**src/verilog/acqtc_pkg.sv**
```systemverilog
// acqtc_pkg: constants, register map and state types of the acquisition
// and trigger controller.
// assumes a single 250 MHz clock and a 32-bit register port with 8-bit address.
package acqtc_pkg;

    ////////////////////////////////////////////////////////////////////////////
    // timing
    localparam int CLK_PERIOD_NS = 4;
    localparam int US_IN_NS      = 1000;
    localparam int CYC_PER_US    = US_IN_NS / CLK_PERIOD_NS;
    localparam logic [7:0] PRE_LAST = 8'(CYC_PER_US - 1);

    ////////////////////////////////////////////////////////////////////////////
    // register byte offsets
    localparam logic [7:0] REG_CTRL  = 8'h00;
    localparam logic [7:0] REG_CMD   = 8'h04;
    localparam logic [7:0] REG_MFC   = 8'h08;
    localparam logic [7:0] REG_BURST = 8'h0C;
    localparam logic [7:0] REG_EXPO  = 8'h10;
    localparam logic [7:0] REG_RATE  = 8'h14;
    localparam logic [7:0] REG_IVAL  = 8'h18;
    localparam logic [7:0] REG_DELAY = 8'h1C;
    localparam logic [7:0] REG_STAT  = 8'h20;

    // control register fields
    localparam int CTL_CAPT   = 0;
    localparam int CTL_RATE   = 1;
    localparam int CTL_IVAL   = 2;
    localparam int CTL_TRIG   = 3;
    localparam int CTL_ORIG   = 4;
    localparam int CTL_POL    = 5;
    localparam int CTL_SEQ_LO = 8;
    localparam int CTL_PAT_LO = 12;

    // command register bits
    localparam int CMD_START = 0;
    localparam int CMD_STOP  = 1;
    localparam int CMD_ABORT = 2;
    localparam int CMD_SOFT  = 3;

    ////////////////////////////////////////////////////////////////////////////
    // reset values and limits
    localparam logic [23:0] EXPO_RST     = 24'h001F40;
    localparam logic [29:0] RATE_MAX_MHZ = 30'h0000EA60;
    localparam logic [29:0] RATE_MIN_MHZ = 30'h000001F4;
    localparam logic [21:0] IVAL_MAX_US  = 22'h1E8480;
    localparam logic [20:0] DELAY_MAX_US = 21'h1E8480;
    localparam logic [29:0] DIVIDEND     = 30'h3B9ACA00;
    localparam logic [21:0] IVAL_RST     = 22'(DIVIDEND / RATE_MAX_MHZ);
    localparam logic [4:0]  DIV_LAST     = 5'h1D;

    // trigger sequences and patterns
    localparam logic [2:0] SEQ_EDGE  = 3'h0;
    localparam logic [2:0] SEQ_LEVEL = 3'h1;
    localparam logic [2:0] SEQ_BURST = 3'h6;

    localparam logic [3:0] PAT_OFF   = 4'h0;
    localparam logic [3:0] PAT_BLACK = 4'h1;
    localparam logic [3:0] PAT_WHITE = 4'h2;
    localparam logic [3:0] PAT_GREYA = 4'h3;
    localparam logic [3:0] PAT_GREYB = 4'h4;
    localparam logic [3:0] PAT_HRAMP = 4'h5;
    localparam logic [3:0] PAT_VRAMP = 4'h6;
    localparam logic [3:0] PAT_GSCAL = 4'h7;
    localparam logic [3:0] PAT_CBAR  = 4'h8;

    localparam logic [7:0] PIX_WHITE = 8'hFF;
    localparam logic [7:0] PIX_GREYA = 8'hAA;
    localparam logic [7:0] PIX_GREYB = 8'h55;

    ////////////////////////////////////////////////////////////////////////////
    // state
    typedef enum logic [2:0] {
        ST_IDLE, ST_WAIT_TRIG, ST_DELAY, ST_EXPOSE, ST_READOUT, ST_GAP
    } acqtc_phase_e;

    typedef struct packed {
        acqtc_phase_e st;
        logic         stream;
        logic         expo;
        logic         rdo;
        logic         stop_p;
        logic [7:0]   pre;
        logic         tick;
        logic [23:0]  tmr;
        logic [23:0]  per;
        logic [7:0]   burst_left;
        logic [15:0]  frames;
        logic [2:0]   tsync;
        logic [15:0]  ctrl;
        logic [15:0]  mfc;
        logic [7:0]   burst;
        logic [23:0]  expo_us;
        logic [29:0]  rate;
        logic [21:0]  ival;
        logic [20:0]  dly;
        logic         busy;
        logic         tgt_rate;
        logic [4:0]   dcnt;
        logic [30:0]  rem;
        logic [29:0]  den;
        logic [29:0]  quo;
        logic [31:0]  rdata;
        logic [7:0]   pix;
        logic         pix_v;
    } acqtc_state_s;

endpackage

```
**src/verilog/acqtc_top.sv**
```systemverilog
// acqtc_top: acquisition start/stop/abort, frame timing, exposure and
// trigger sequencing, and the test pattern selector on the pixel path.
// assumes sensor pixels and frame_done come from logic on clk; the trigger
// pin is asynchronous; the host keeps the stream channel enable itself.
`timescale 1ns/1ps
module acqtc_top
    import acqtc_pkg::*;
#(
    parameter bit COLOUR_VARIANT = 1'b0
) (
    input  wire logic        clk,
    input  wire logic        rst_n,
    input  wire logic [7:0]  reg_addr,
    input  wire logic [31:0] reg_wdata,
    input  wire logic        reg_wr,
    input  wire logic        reg_rd,
    output logic      [31:0] reg_rdata,
    input  wire logic        hw_trigger_input,
    input  wire logic [7:0]  sensor_pixel,
    input  wire logic        sensor_valid,
    input  wire logic [10:0] pix_x,
    input  wire logic [10:0] pix_y,
    input  wire logic        frame_done,
    output logic             exposure_active,
    output logic             readout_start,
    output logic             stream_active,
    output logic      [7:0]  pixel_out,
    output logic             pixel_valid
);

    acqtc_state_s q;
    acqtc_state_s n;

    logic        cmd_wr;
    logic        trig_lvl;
    logic        trig_edge;
    logic        trig_ev;
    logic        hw_orig;
    logic        manual;
    logic        level_mode;
    logic [2:0]  seq;
    logic [23:0] period;
    logic [30:0] rem_sh;
    logic [31:0] clamp_v;

    ////////////////////////////////////////////////////////////////////////////
    // pattern selector

    function automatic logic [7:0] pat_pix(input logic [3:0]  sel,
                                           input logic [7:0]  sens,
                                           input logic [10:0] x,
                                           input logic [10:0] y);
        logic [7:0] v;
        v = sens;
        case (sel)
            PAT_BLACK: v = 8'h00;
            PAT_WHITE: v = PIX_WHITE;
            PAT_GREYA: v = PIX_GREYA;
            PAT_GREYB: v = PIX_GREYB;
            PAT_HRAMP: v = x[7:0];
            PAT_VRAMP: v = y[7:0];
            PAT_GSCAL: if (!COLOUR_VARIANT) v = {x[9:7], 5'h00};
            PAT_CBAR:  if (COLOUR_VARIANT) v = ~{x[9:7], 5'h1F};
            default:   v = sens;
        endcase
        return v;
    endfunction

    ////////////////////////////////////////////////////////////////////////////
    // next state

    always_comb begin
        n         = q;
        n.tick    = 1'b0;
        n.rdo     = 1'b0;
        n.rdata   = 32'h00000000;
        cmd_wr    = reg_wr && (reg_addr == REG_CMD);
        seq       = q.ctrl[CTL_SEQ_LO +: 3];
        hw_orig   = !q.ctrl[CTL_ORIG];
        manual    = q.ctrl[CTL_RATE] || q.ctrl[CTL_IVAL];
        level_mode = q.ctrl[CTL_TRIG] && hw_orig && (seq == SEQ_LEVEL);
        // tsync[0] feeds only tsync[1]; edge logic looks at the later stages
        n.tsync   = {q.tsync[1:0], hw_trigger_input};
        trig_lvl  = q.tsync[1] ^ q.ctrl[CTL_POL];
        trig_edge = trig_lvl && !(q.tsync[2] ^ q.ctrl[CTL_POL]);
        trig_ev   = hw_orig ? trig_edge
                            : (cmd_wr && reg_wdata[CMD_SOFT]);
        period    = manual && ({2'h0, q.ival} > q.expo_us)
                  ? {2'h0, q.ival} : q.expo_us;
        rem_sh    = {q.rem[29:0], DIVIDEND[5'h1D - q.dcnt]};
        clamp_v   = reg_wdata;

        // microsecond time base
        n.pre = q.pre + 8'h01;
        if (q.pre == PRE_LAST) begin
            n.pre  = 8'h00;
            n.tick = 1'b1;
        end
        if (q.tick) begin
            n.tmr = q.tmr + 24'h000001;
            if (q.per != 24'hFFFFFF) n.per = q.per + 24'h000001;
        end

        // register writes
        if (reg_wr) begin
            case (reg_addr)
                REG_CTRL: begin
                    n.ctrl = reg_wdata[15:0];
                    if (q.stream) begin
                        n.ctrl[CTL_RATE] = q.ctrl[CTL_RATE];
                        n.ctrl[CTL_IVAL] = q.ctrl[CTL_IVAL];
                    end
                end
                REG_MFC:   if (!q.stream) n.mfc = reg_wdata[15:0];
                REG_BURST: n.burst = reg_wdata[7:0];
                REG_EXPO:  n.expo_us = reg_wdata[23:0];
                REG_DELAY: begin
                    if (reg_wdata > 32'(DELAY_MAX_US)) clamp_v = 32'(DELAY_MAX_US);
                    n.dly = clamp_v[20:0];
                end
                REG_RATE: if (!q.stream) begin
                    if (reg_wdata > 32'(RATE_MAX_MHZ)) clamp_v = 32'(RATE_MAX_MHZ);
                    if (reg_wdata < 32'(RATE_MIN_MHZ)) clamp_v = 32'(RATE_MIN_MHZ);
                    n.rate     = clamp_v[29:0];
                    n.den      = clamp_v[29:0];
                    n.tgt_rate = 1'b0;
                    n.busy     = 1'b1;
                    n.dcnt     = 5'h00;
                    n.rem      = '0;
                end
                REG_IVAL: if (!q.stream) begin
                    if (reg_wdata > 32'(IVAL_MAX_US)) clamp_v = 32'(IVAL_MAX_US);
                    if (reg_wdata == 32'h00000000) clamp_v = 32'h00000001;
                    n.ival     = clamp_v[21:0];
                    n.den      = {8'h00, clamp_v[21:0]};
                    n.tgt_rate = 1'b1;
                    n.busy     = 1'b1;
                    n.dcnt     = 5'h00;
                    n.rem      = '0;
                end
                default: ;
            endcase
        end

        // serial divider keeps rate and interval reciprocal
        if (q.busy && !(reg_wr && (reg_addr == REG_RATE || reg_addr == REG_IVAL))) begin
            n.rem  = rem_sh;
            n.quo  = {q.quo[28:0], 1'b0};
            if (rem_sh >= {1'b0, q.den}) begin
                n.rem = rem_sh - {1'b0, q.den};
                n.quo = {q.quo[28:0], 1'b1};
            end
            n.dcnt = q.dcnt + 5'h01;
            if (q.dcnt == DIV_LAST) begin
                n.busy = 1'b0;
                if (!q.tgt_rate) n.ival = n.quo[21:0];
                else if (n.quo > RATE_MAX_MHZ) n.rate = RATE_MAX_MHZ;
                else n.rate = n.quo;
            end
        end

        // register reads, data valid in the following cycle only
        if (reg_rd) begin
            case (reg_addr)
                REG_CTRL:  n.rdata = {16'h0000, q.ctrl};
                REG_MFC:   n.rdata = {16'h0000, q.mfc};
                REG_BURST: n.rdata = {24'h000000, q.burst};
                REG_EXPO:  n.rdata = {8'h00, q.expo_us};
                REG_RATE:  n.rdata = {2'h0, q.rate};
                REG_IVAL:  n.rdata = {10'h000, q.ival};
                REG_DELAY: n.rdata = {11'h000, q.dly};
                REG_STAT:  n.rdata = {q.frames, 12'h000, q.stop_p, q.busy,
                                      q.expo, q.stream};
                default:   n.rdata = 32'h00000000;
            endcase
        end

        if (cmd_wr && reg_wdata[CMD_STOP] && q.stream) n.stop_p = 1'b1;

        ////////////////////////////////////////////////////////////////////////
        // acquisition sequencer
        case (q.st)
            ST_IDLE: begin
                if (cmd_wr && reg_wdata[CMD_START] && !reg_wdata[CMD_ABORT]
                    && !(q.ctrl[CTL_CAPT] && q.mfc == 16'h0000)) begin
                    n.stream = 1'b1;
                    n.stop_p = 1'b0;
                    n.frames = 16'h0000;
                    n.tmr    = 24'h000000;
                    n.per    = 24'h000000;
                    n.st     = q.ctrl[CTL_TRIG] ? ST_WAIT_TRIG : ST_EXPOSE;
                    n.expo   = !q.ctrl[CTL_TRIG];
                end
            end
            ST_WAIT_TRIG: begin
                if (q.stop_p) begin
                    n.st     = ST_IDLE;
                    n.stream = 1'b0;
                end else if (trig_ev) begin
                    n.burst_left = (seq == SEQ_BURST && q.burst != 8'h00)
                                 ? q.burst - 8'h01 : 8'h00;
                    n.tmr = 24'h000000;
                    n.per = 24'h000000;
                    if (hw_orig && q.dly != 21'h000000) begin
                        n.st = ST_DELAY;
                    end else begin
                        n.st   = ST_EXPOSE;
                        n.expo = 1'b1;
                    end
                end
            end
            ST_DELAY: begin
                if (q.stop_p) begin
                    n.st     = ST_IDLE;
                    n.stream = 1'b0;
                end else if (q.tmr > {3'h0, q.dly}) begin
                    n.st   = ST_EXPOSE;
                    n.expo = 1'b1;
                    n.tmr  = 24'h000000;
                    n.per  = 24'h000000;
                end
            end
            ST_EXPOSE: begin
                // count past the setting: the first tick lands at a random phase,
                // so stopping at equality would cut the exposure short
                if (level_mode ? !trig_lvl
                               : (q.tmr > q.expo_us)) begin
                    n.st   = ST_READOUT;
                    n.expo = 1'b0;
                    n.rdo  = 1'b1;
                end
            end
            ST_READOUT: begin
                if (frame_done) begin
                    n.frames = q.frames + 16'h0001;
                    n.tmr    = 24'h000000;
                    if (q.stop_p || (q.ctrl[CTL_CAPT]
                        && n.frames >= q.mfc)) begin
                        n.st     = ST_IDLE;
                        n.stream = 1'b0;
                    end else if (!q.ctrl[CTL_TRIG]) begin
                        n.st = ST_GAP;
                    end else if (q.burst_left != 8'h00) begin
                        n.burst_left = q.burst_left - 8'h01;
                        n.st   = ST_EXPOSE;
                        n.expo = 1'b1;
                        n.per  = 24'h000000;
                    end else begin
                        n.st = ST_WAIT_TRIG;
                    end
                end
            end
            ST_GAP: begin
                if (q.stop_p) begin
                    n.st     = ST_IDLE;
                    n.stream = 1'b0;
                end else if (q.per >= period) begin
                    n.st   = ST_EXPOSE;
                    n.expo = 1'b1;
                    n.tmr  = 24'h000000;
                    n.per  = 24'h000000;
                end
            end
            default: n.st = ST_IDLE;
        endcase

        if (cmd_wr && reg_wdata[CMD_ABORT]) begin
            n.st     = ST_IDLE;
            n.stream = 1'b0;
            n.expo   = 1'b0;
            n.rdo    = 1'b0;
            n.stop_p = 1'b0;
        end

        // pixel path, valid gated by the stream
        n.pix   = pat_pix(q.ctrl[CTL_PAT_LO +: 4], sensor_pixel, pix_x, pix_y);
        n.pix_v = sensor_valid && q.stream;
    end

    ////////////////////////////////////////////////////////////////////////////
    // state register

    always_ff @(posedge clk or negedge rst_n) begin
        if (!rst_n) begin
            q         <= '0;
            q.expo_us <= EXPO_RST;
            q.rate    <= RATE_MAX_MHZ;
            q.ival    <= IVAL_RST;
        end else begin
            q <= n;
        end
    end

    assign reg_rdata       = q.rdata;
    assign exposure_active = q.expo;
    assign readout_start   = q.rdo;
    assign stream_active   = q.stream;
    assign pixel_out       = q.pix;
    assign pixel_valid     = q.pix_v;
endmodule

```
**config.mk**
```make
export PLATFORM = sky130hd
export DESIGN_NAME = acqtc_top
export DESIGN_NICKNAME = d
export VERILOG_FILES = /design/src/verilog/acqtc_pkg.sv /design/src/verilog/acqtc_top.sv
export SDC_FILE = /design/constraint.sdc
export NUM_CORES = 1
export LEC_CHECK = 0
export BUFFER_PORTS_ARGS = -buffer_cell sky130_fd_sc_hd__buf_4
export CAP_MARGIN = 30
export CORE_MARGIN = 5
export CORE_UTILIZATION = 54
export DETAILED_ROUTE_END_ITERATION = 8
export PLACE_DENSITY_LB_ADDON = 0.12
export SLEW_MARGIN = 20
export SYNTH_ARGS = -nofsm -noshare
export SYNTH_HDL_FRONTEND = slang
export SYNTH_SLANG_ARGS = --single-unit
```
**constraint.sdc**
```tcl
create_clock -name clk -period 15.44 [get_ports clk]
set_input_delay 3.088 -clock clk [delete_from_list [all_inputs] [get_ports clk]]
set_output_delay 3.088 -clock clk [all_outputs]
set_load 0.01 [all_outputs]
```
==> key figures, run 1 <==
Yosys
  – Top_reg_cell synth: dfrtp_1
  – #FFs+latches synth: between 300 and 400
  – Count of different cell masters after synthesis: 80
  – Synth Instances: roughly 2400
  – Post-synth EDFFs: 0
  – FFs w/ async S/R, synth: 100.0%
  – Adder-cell share of the synthesized area: under 10%
  – Post-synthesis simple-gate area fraction: 17.43%
  – Post-synthesis xor/xnor area fraction: approximately 4%
  – Syn Area/Cell: slightly above 9 sq um
  – Ys Warns: 0
  – Mux contribution to synthesized area: under 10%
  – Largest family of logic cells by synthesized area: simple AND/OR/NAND/NOR gates
  – Mapped Area: roughly 22000 sq um
  – Register area share after synthesis: about two fifths
  – Syn Nets: ~2600
  – Compound-Gate Fraction of Synth Area: around 17%

Global routing
  – Initial antenna violation count: 3
  – Global-route wire length before repair: ~100000 microns
  – Largest net degree at the start of global routing: 77
  – Vias in the first global route: between 15000 and 20000
  – Total GRT Usage: between 20 and 30%
  – Gr ovfl total: 0

STA
  – Worst clock skew: approximately 0.019 ns
  – RSZ-0062 raised after global routing: false
  – Final period util: roughly two fifths
  – Final hold slack: about 0.37 ns
  – PnR worst setup slack: 8.967 ns
  – Rel. slew slack: about 28%
  – Final Hold Viols: 0
  – Post-route minimum period: roughly 6.5 ns
  – Worst-margin pin slew: ~1.1 ns
  – Max Clk Rate: approximately 150 MHz
  – Max-slew violation count: 0
  – Setup violations, final: 0
  – Setup total negative slack: 0 ns

Drt
  – Initial DRT Pass Iterations: 7
  – Vias/cell: ~6.2
  – DRC viols: 0
  – DR WL/cell: between 20 and 25 microns
  – Drt initial violations: ~1500
  – Routed WL: between 60000 and 70000 microns
  – Routed Antenna Nets: 0
  – DR vias: around 18000

Setup path
  – Required @ worst endpoint: 15.95 ns
  – Max incr delay on CP: 0.89 ns
  – CP max-delay cell: nor4_4
  – Worst-path cell chain: buf_4, nor4b_1, and3_1, buf_4, o21ai_1, nand2_2, buf_4, nor3_2, buf_4, nor4_4, a221o_1
  – Arrival time worst endpoint: 6.98 ns
  – Startpoint Class: primary input
  – Cell mode on critical path: buf_4
  – WS Path Type: in2reg
  – Crit path max fanout: between 50 and 60
  – CP Launch Point: reg_addr[5]
  – R2R Path Start: q[233]$_DFFE_PN0P_
  – Crit end category: flop

Clock network
  – CTS-repair resized insts: 0
  – Worst-path clk slew: 0.06 ns
  – Clock Latency Late Sink: ~0.58 ns
  – CTS hold repair buffers: 0
  – H-tree Lvls: 2
  – TritonCTS buffer count: between 40 and 50
  – Post-CTS setup buffers: 0
  – # clock sinks: around 370
  – Clock buffer depth: 3
  – Clock tree from TritonCTS: built
  – CTS Root Cell: clkbuf_16

Pwr
  – Comb pwr share: between 30% and 40%
  – Sw power: roughly 1.1 mW
  – Pint: between 2 and 2.5 mW
  – Sw Share: 35.55%
  – Pleak: 11.57 nW
  – Sequential share of power: a little under two fifths
  – Peak supply drop: around 0.13 mV
  – Cell Pwr Density: about 130 nW/um^2
  – Clock power frac: a little under a third

Place
  – Global placement routability congestion: between 0.9 and 1
  – I/O Buffers: ~120
  – Placed instance area: between 20000 and 25000 sq um
  – Detailed placer's ending HPWL: roughly 48000 microns
  – Setup WS pre-CTS: 8.339 ns

Floorplanning
  – DIE WIDTH: between 200 and 250 microns
  – # rows: 73
  – Die H: ~210 microns
  – Total core area: 39910 sq um
  – Initial core utilization: between 50 and 60%
  – Io pins: approximately 120
  – Die Area: 44650 sq um

Layout
  – Register Area: slightly above 9000 sq um
  – Footprint of the multi-input gates: 11540 sq um
  – Final nets: around 2700
  – Fillcell total: approximately 3400
  – Layout Utilization: about three fifths
  – Area Growth Syn to Fin: 11.71%
  – Share of cells above drive strength 1: between 10% and 20%
  – Finished Cell Area: 24450 sq um

Worst hold path
  – Worst min path class: reg2reg
  – Hold Startpoint: n[277]$_DFF_PN0_

Job
  – Number of max-cap violations: 0

Status
  – Status: complete, no violations
final cells by class:
type                       count  area share, %
sequential                   365          37.46
tap                          525          2.687
clock inverter                10         0.4504
inverter                     125          1.919
multi-input combinational   1747          47.22
timing repair buffer         148          4.893
antenna                        2        0.02047
clock buffer                  70          5.359
registers in the layout, summed over array words and instances (netlist names):
register	cells
q	319
reg_rdata	32
pixel_out	8
n	2
exposure_active	1
pixel_valid	1
readout_start	1
stream_active	1
worst paths after layout:
path	slack, ns	depth (start not counted)	to
setup / recovery	8.97	11	q[174]$_DFF_PN1_
hold / removal	0.37	0	n[278]$_DFF_PN0_
setup reg to reg	9.80	20	q[365]$_DFFE_PN0P_
hold reg to reg	0.37	0	n[278]$_DFF_PN0_
max in group asynchronous	11.11	4	q[188]$_DFF_PN1_
min in group asynchronous	2.48	1	pixel_out[3]$_DFF_PN0_
critical path, delay by kind of cell:
family	cells	cell delay, ns
AO/OA/AOI/OAI	2	0.49
AND/OR/NAND/NOR	5	2.05
buffers and inverters	4	1.32
layout by cell type, fill, tap and decap left out, drive strengths merged, types with 13 or more instances in the layout:
cell type  instances
a221o             16
o22ai             13
nand2            287
a22o              14
a22oi             60
mux2              67
nor4              26
buf              148
a21oi            122
dfstp             18
ha               150
a31oi             33
o31ai             16
dfrtp            347
nand4             37
and2              14
nand2b            15
nor3              24
inv              127
nor2b             26
and3              42
nor2             236
clkbuf            70
a222oi            13
mux2i             44
xnor2             44
xor2              56
a21o              30
nand3             59
o21ai            164
cells by family (layout without fill, tap and decap cells):
logic type,after synthesis,count (layout)
simple gates,817,817
compound gates,568,568
flops,365,365
buf+inv,276,353
fa+ha+maj,151,151
mux,111,111
xor+xnor,100,100
other cells,0,2
metal layers:
layer	up-vias	track usage, %	part of all wire [%]	wire length, microns
li1	8570	-	-	-
met2	733	46.57	46	30280
met1	8934	39.01	42	27690
met3	175	5.157	6.9	4520
met5	-	0	0.026	17
met4	2	11.97	4.2	2759
per-stage QoR:
step	std cells	total power, mW
2_1_floorplan	2388	1.917
3_3_place_gp	2902	2.178
3_5_place_dp	2905	2.207
4_1_cts	2985	3.243
5_1_grt	2990	3.416
6_report	2992	3.231
cells in the mapped netlist (14+ instances only):
| cell | n | area, sq um |
|---|---|---|
| nand2b_1 | 15 | 93.84 |
| a22o_1 | 14 | 122.6 |
| nor4_1 | 26 | 162.7 |
| dfstp_2 | 18 | 473.0 |
| nor2b_1 | 26 | 162.7 |
| xnor2_1 | 44 | 385.4 |
| a221o_1 | 16 | 160.2 |
| a22oi_1 | 60 | 450.4 |
| nand3_1 | 59 | 295.3 |
| nand4_1 | 37 | 231.5 |
| a31oi_1 | 33 | 206.5 |
| nor2_1 | 229 | 859.6 |
| a21oi_1 | 122 | 610.6 |
| a21o_1 | 30 | 225.2 |
| o31ai_1 | 16 | 120.1 |
| nor3_1 | 23 | 115.1 |
| nand2_1 | 287 | 1077 |
| buf_4 | 41 | 307.8 |
| mux2_2 | 67 | 754.5 |
| mux2i_1 | 44 | 440.4 |
| ha_1 | 150 | 1877 |
| and3_1 | 42 | 262.8 |
| o21ai_0 | 162 | 810.8 |
| xor2_1 | 56 | 490.5 |
| dfrtp_1 | 347 | 8683 |
| inv_1 | 125 | 469.2 |
| clkbuf_1 | 95 | 356.6 |
power by group through the flow:
stage	clock network, mW	logic, mW	registers [mW]
finish	1.02	0.990	1.22
global route	1.08	1.10	1.23
CTS	1.05	0.985	1.21
detailed placement	0	0.978	1.23
global placement	0	0.952	1.23
floorplan	0	0.752	1.16
Note: power is estimated with default switching activity, not from simulation.
==> run 2: changes to the inputs <==
- clock period: 15.44 -> 5.4 ns (I/O delays scaled with it)
==> key figures, run 2 (same netlist as run 1, synthesis figures left out) <==
Status
  – Status: complete, no violations

Drt
  – DRC viols: 0 (unchanged)
  – DR vias: 18570 (+0.87%)
  – Routed WL: 66190 microns (+1.4%)
  – Initial DRT Pass Iterations: 9 (+2)
  – Vias/cell: 6.179 (+0.40%)
  – Routed Antenna Nets: 0 (unchanged)
  – DR WL/cell: 22.02 microns (+0.96%)
  – Drt initial violations: 1623 (+9.7%)

STA
  – Max-slew violation count: 0 (unchanged)
  – RSZ-0062 raised after global routing: false
  – Final period util: 96.23%
  – Final Hold Viols: 0 (unchanged)
  – Post-route minimum period: 5.196 ns
  – Worst clock skew: 0.02136 ns (+0.002850 ns)
  – Worst-margin pin slew: 1.094 ns (+0.02208 ns)
  – PnR worst setup slack: 0.2038 ns (-8.764 ns)
  – Setup violations, final: 0 (unchanged)
  – Max Clk Rate: roughly 190 MHz
  – Setup total negative slack: 0 ns (unchanged)
  – Rel. slew slack: 26.41% (-1.5 points)

Pwr
  – Cell Pwr Density: 385.9 nW/um^2 (+190%)
  – Pint: 6.198 mW (+200%)
  – Comb pwr share: 30.6% (about the same)
  – Pleak: 11.70 nW (+1.1%)
  – Design Power: 9.521 mW (+190%)
  – Sw Share: 34.90% (-0.65 points)
  – Sw power: 3.323 mW (+190%)
  – Clock power frac: 32.9% (+1.2 points)
  – Sequential share of power: 36.5% (-1.2 points)
  – Peak supply drop: 0.3550 mV (+180%)

Global routing
  – Gr ovfl total: 0 (unchanged)
  – Initial antenna violation count: 2 (-1)
  – Global-route wire length before repair: 102800 microns (+0.42%)
  – Total GRT Usage: 29.24% (+0.30 points)
  – Vias in the first global route: 18040 (-0.80%)
  – Largest net degree at the start of global routing: 109 (+42%)

Setup path
  – Worst reg2reg setup slack: 0.20 ns (-9.60 ns)
  – Arrival time worst endpoint: 5.64 ns (-1.34 ns)
  – Crit path max fanout: 7 (-88%)
  – Cell mode on critical path: buf_4
  – CP max-delay cell: or4_1
  – Worst reg2reg path depth: 23 (+15%)
  – Worst-path cell chain: inv_1, ha_1, nand2_1, or3_1, nor3_2, buf_4, nand2_1, o21ai_2, o31ai_4, buf_4, buf_4, buf_4, mux2i_1, ha_1, a21o_1, a21o_1, a21oi_1, nor2_1, or4_1, o32a_1, o21ai_0, and3b_1, a32o_1
  – Crit end category: flop
  – Required @ worst endpoint: 5.84 ns (-10.11 ns)
  – R2R Path Start: q[233]$_DFFE_PN0P_
  – Startpoint Class: flop
  – WS Path Type: reg2reg
  – Max incr delay on CP: 0.51 ns (-0.38 ns)
  – FF-to-FF End: q[365]$_DFFE_PN0P_

Place
  – Global placement routability congestion: 0.9328 (+2.4%)
  – Detailed placer's ending HPWL: 49060 microns (+1.7%)
  – I/O Buffers: 116 (unchanged)
  – Setup WS pre-CTS: 0.002572 ns (-8.336 ns)

Clock network
  – TritonCTS buffer count: 43 (-2.3%)
  – Clock tree from TritonCTS: built
  – CTS Root Cell: clkbuf_16
  – Clock buffer depth: 3 (unchanged)
  – Clock Latency Late Sink: 0.57 ns (about the same)
  – H-tree Lvls: 2 (unchanged)
  – # clock sinks: 365 (unchanged)
  – Worst-path clk slew: 0.06 ns (about the same)

Floorplanning
  – Die Area: 44650 sq um (unchanged)
  – Io pins: 121 (unchanged)
  – Die H: 211.3 microns (unchanged)
  – DIE WIDTH: 211.3 microns (unchanged)
  – Initial core utilization: 54.83% (unchanged)
  – Total core area: 39910 sq um (unchanged)
  – # rows: 73 (unchanged)

Worst hold path
  – Hold path cells: 0 (unchanged)
  – Hold Startpoint: n[277]$_DFF_PN0_
  – Worst min path class: reg2reg
  – Hold Path End: n[278]$_DFF_PN0_

Layout
  – Share of cells above drive strength 1: 14.48% (+1.0 points)
  – Commonest non-fill, non-tap cell in the layout: dfrtp_1
  – Area Growth Syn to Fin: 12.73%
  – Commonest cells after routing, fill and taps aside: dfrtp_1, nand2_1, nor2_1, o21ai_0, buf_4
  – Max reg flops: 319 (unchanged)
  – Most flop-heavy register: q
  – Final nets: 2677 (+0.68%)

Job
  – Number of max-cap violations: 0 (unchanged)
[run 2: cell types whose count changed in the layout (fill, tap and decap cells not counted), moves of 2 or more]
cell,delta
buf_12,+2
buf_8,-3
buf_4,+21
clkbuf_16,-2
clkinvlp_4,+3
clkbuf_1,-10
bufinv_16,+5
[run 2: worst max-delay path by stage]
stage	startpoint	cells after the start	slack [ns]	to
after floorplan	q[221]$_DFFE_PN1P_	20	0.45	q[364]$_DFFE_PN0P_
after detailed placement	q[233]$_DFFE_PN0P_	22	0.003	q[365]$_DFFE_PN0P_
after global routing	q[230]$_DFFE_PN0P_	21	0.02	q[364]$_DFFE_PN0P_
after CTS	q[233]$_DFFE_PN0P_	22	0.11	q[365]$_DFFE_PN0P_
after global placement	q[233]$_DFFE_PN0P_	22	0.03	q[365]$_DFFE_PN0P_
final	q[233]$_DFFE_PN0P_	23	0.20	q[365]$_DFFE_PN0P_
[run 2: cell type report]
type,instances,area [sq um]
antenna,1,2.502
clock buffer,59,1236
clock inverter,17,277.8
fill,3416,15240
inverter,125,469.2
multi-input combinational,1747,11540
sequential,365,9156
tap,525,656.9
timing repair buffer,167,1328
[run 2: timing repair]
item / in CTS / in global routing
hold buffers: 0 / 0
endpoints found under the setup margin: 2 / 3
pin swaps: 0 / 2
setup buffers: 0 / 3
resized for setup: 1 / 2
[run 2: metrics by stage]
step	hold WS [ns]	util (%)	instances	cell area (sq um)
4_1_cts	0.3627	61.68	3000	24620
2_1_floorplan	0.3312	-	2388	21880
5_1_grt	0.3692	61.80	3005	24670
3_5_place_dp	0.3442	57.88	2924	23100
3_3_place_gp	0.3372	57.88	2924	23100
6_report	0.3595	61.81	3006	24670
[run 2: critical path: cells and delay by family (launching register included)]
family | cells | cell delay, ns
AO/OA/AOI/OAI | 8 | 1.57
adder cells (fa/ha/maj) | 2 | 0.55
buffers and inverters | 5 | 0.76
flip-flops | 1 | 0.41
multiplexers | 1 | 0.18
AND/OR/NAND/NOR | 7 | 1.61
[run 2: routing by layer]
layer | up-vias | global-route usage [%] | part of all wire, %
li1 | 8593 | - | -
met1 | 9142 | 38.89 | 42
met2 | 686 | 47.61 | 47
met3 | 151 | 5.335 | 6.8
met4 | 2 | 11.99 | 4.3
met5 | - | 0 | 0.026
[run 2: power by group through the flow]
stage | Sequential (mW) | Combinational (mW) | Clock (mW)
floorplan | 3.33 | 2.15 | 0
finish | 3.47 | 2.91 | 3.13
CTS | 3.46 | 2.90 | 3.19
global placement | 3.50 | 2.82 | 0
detailed placement | 3.51 | 2.88 | 0
global route | 3.51 | 3.25 | 3.28
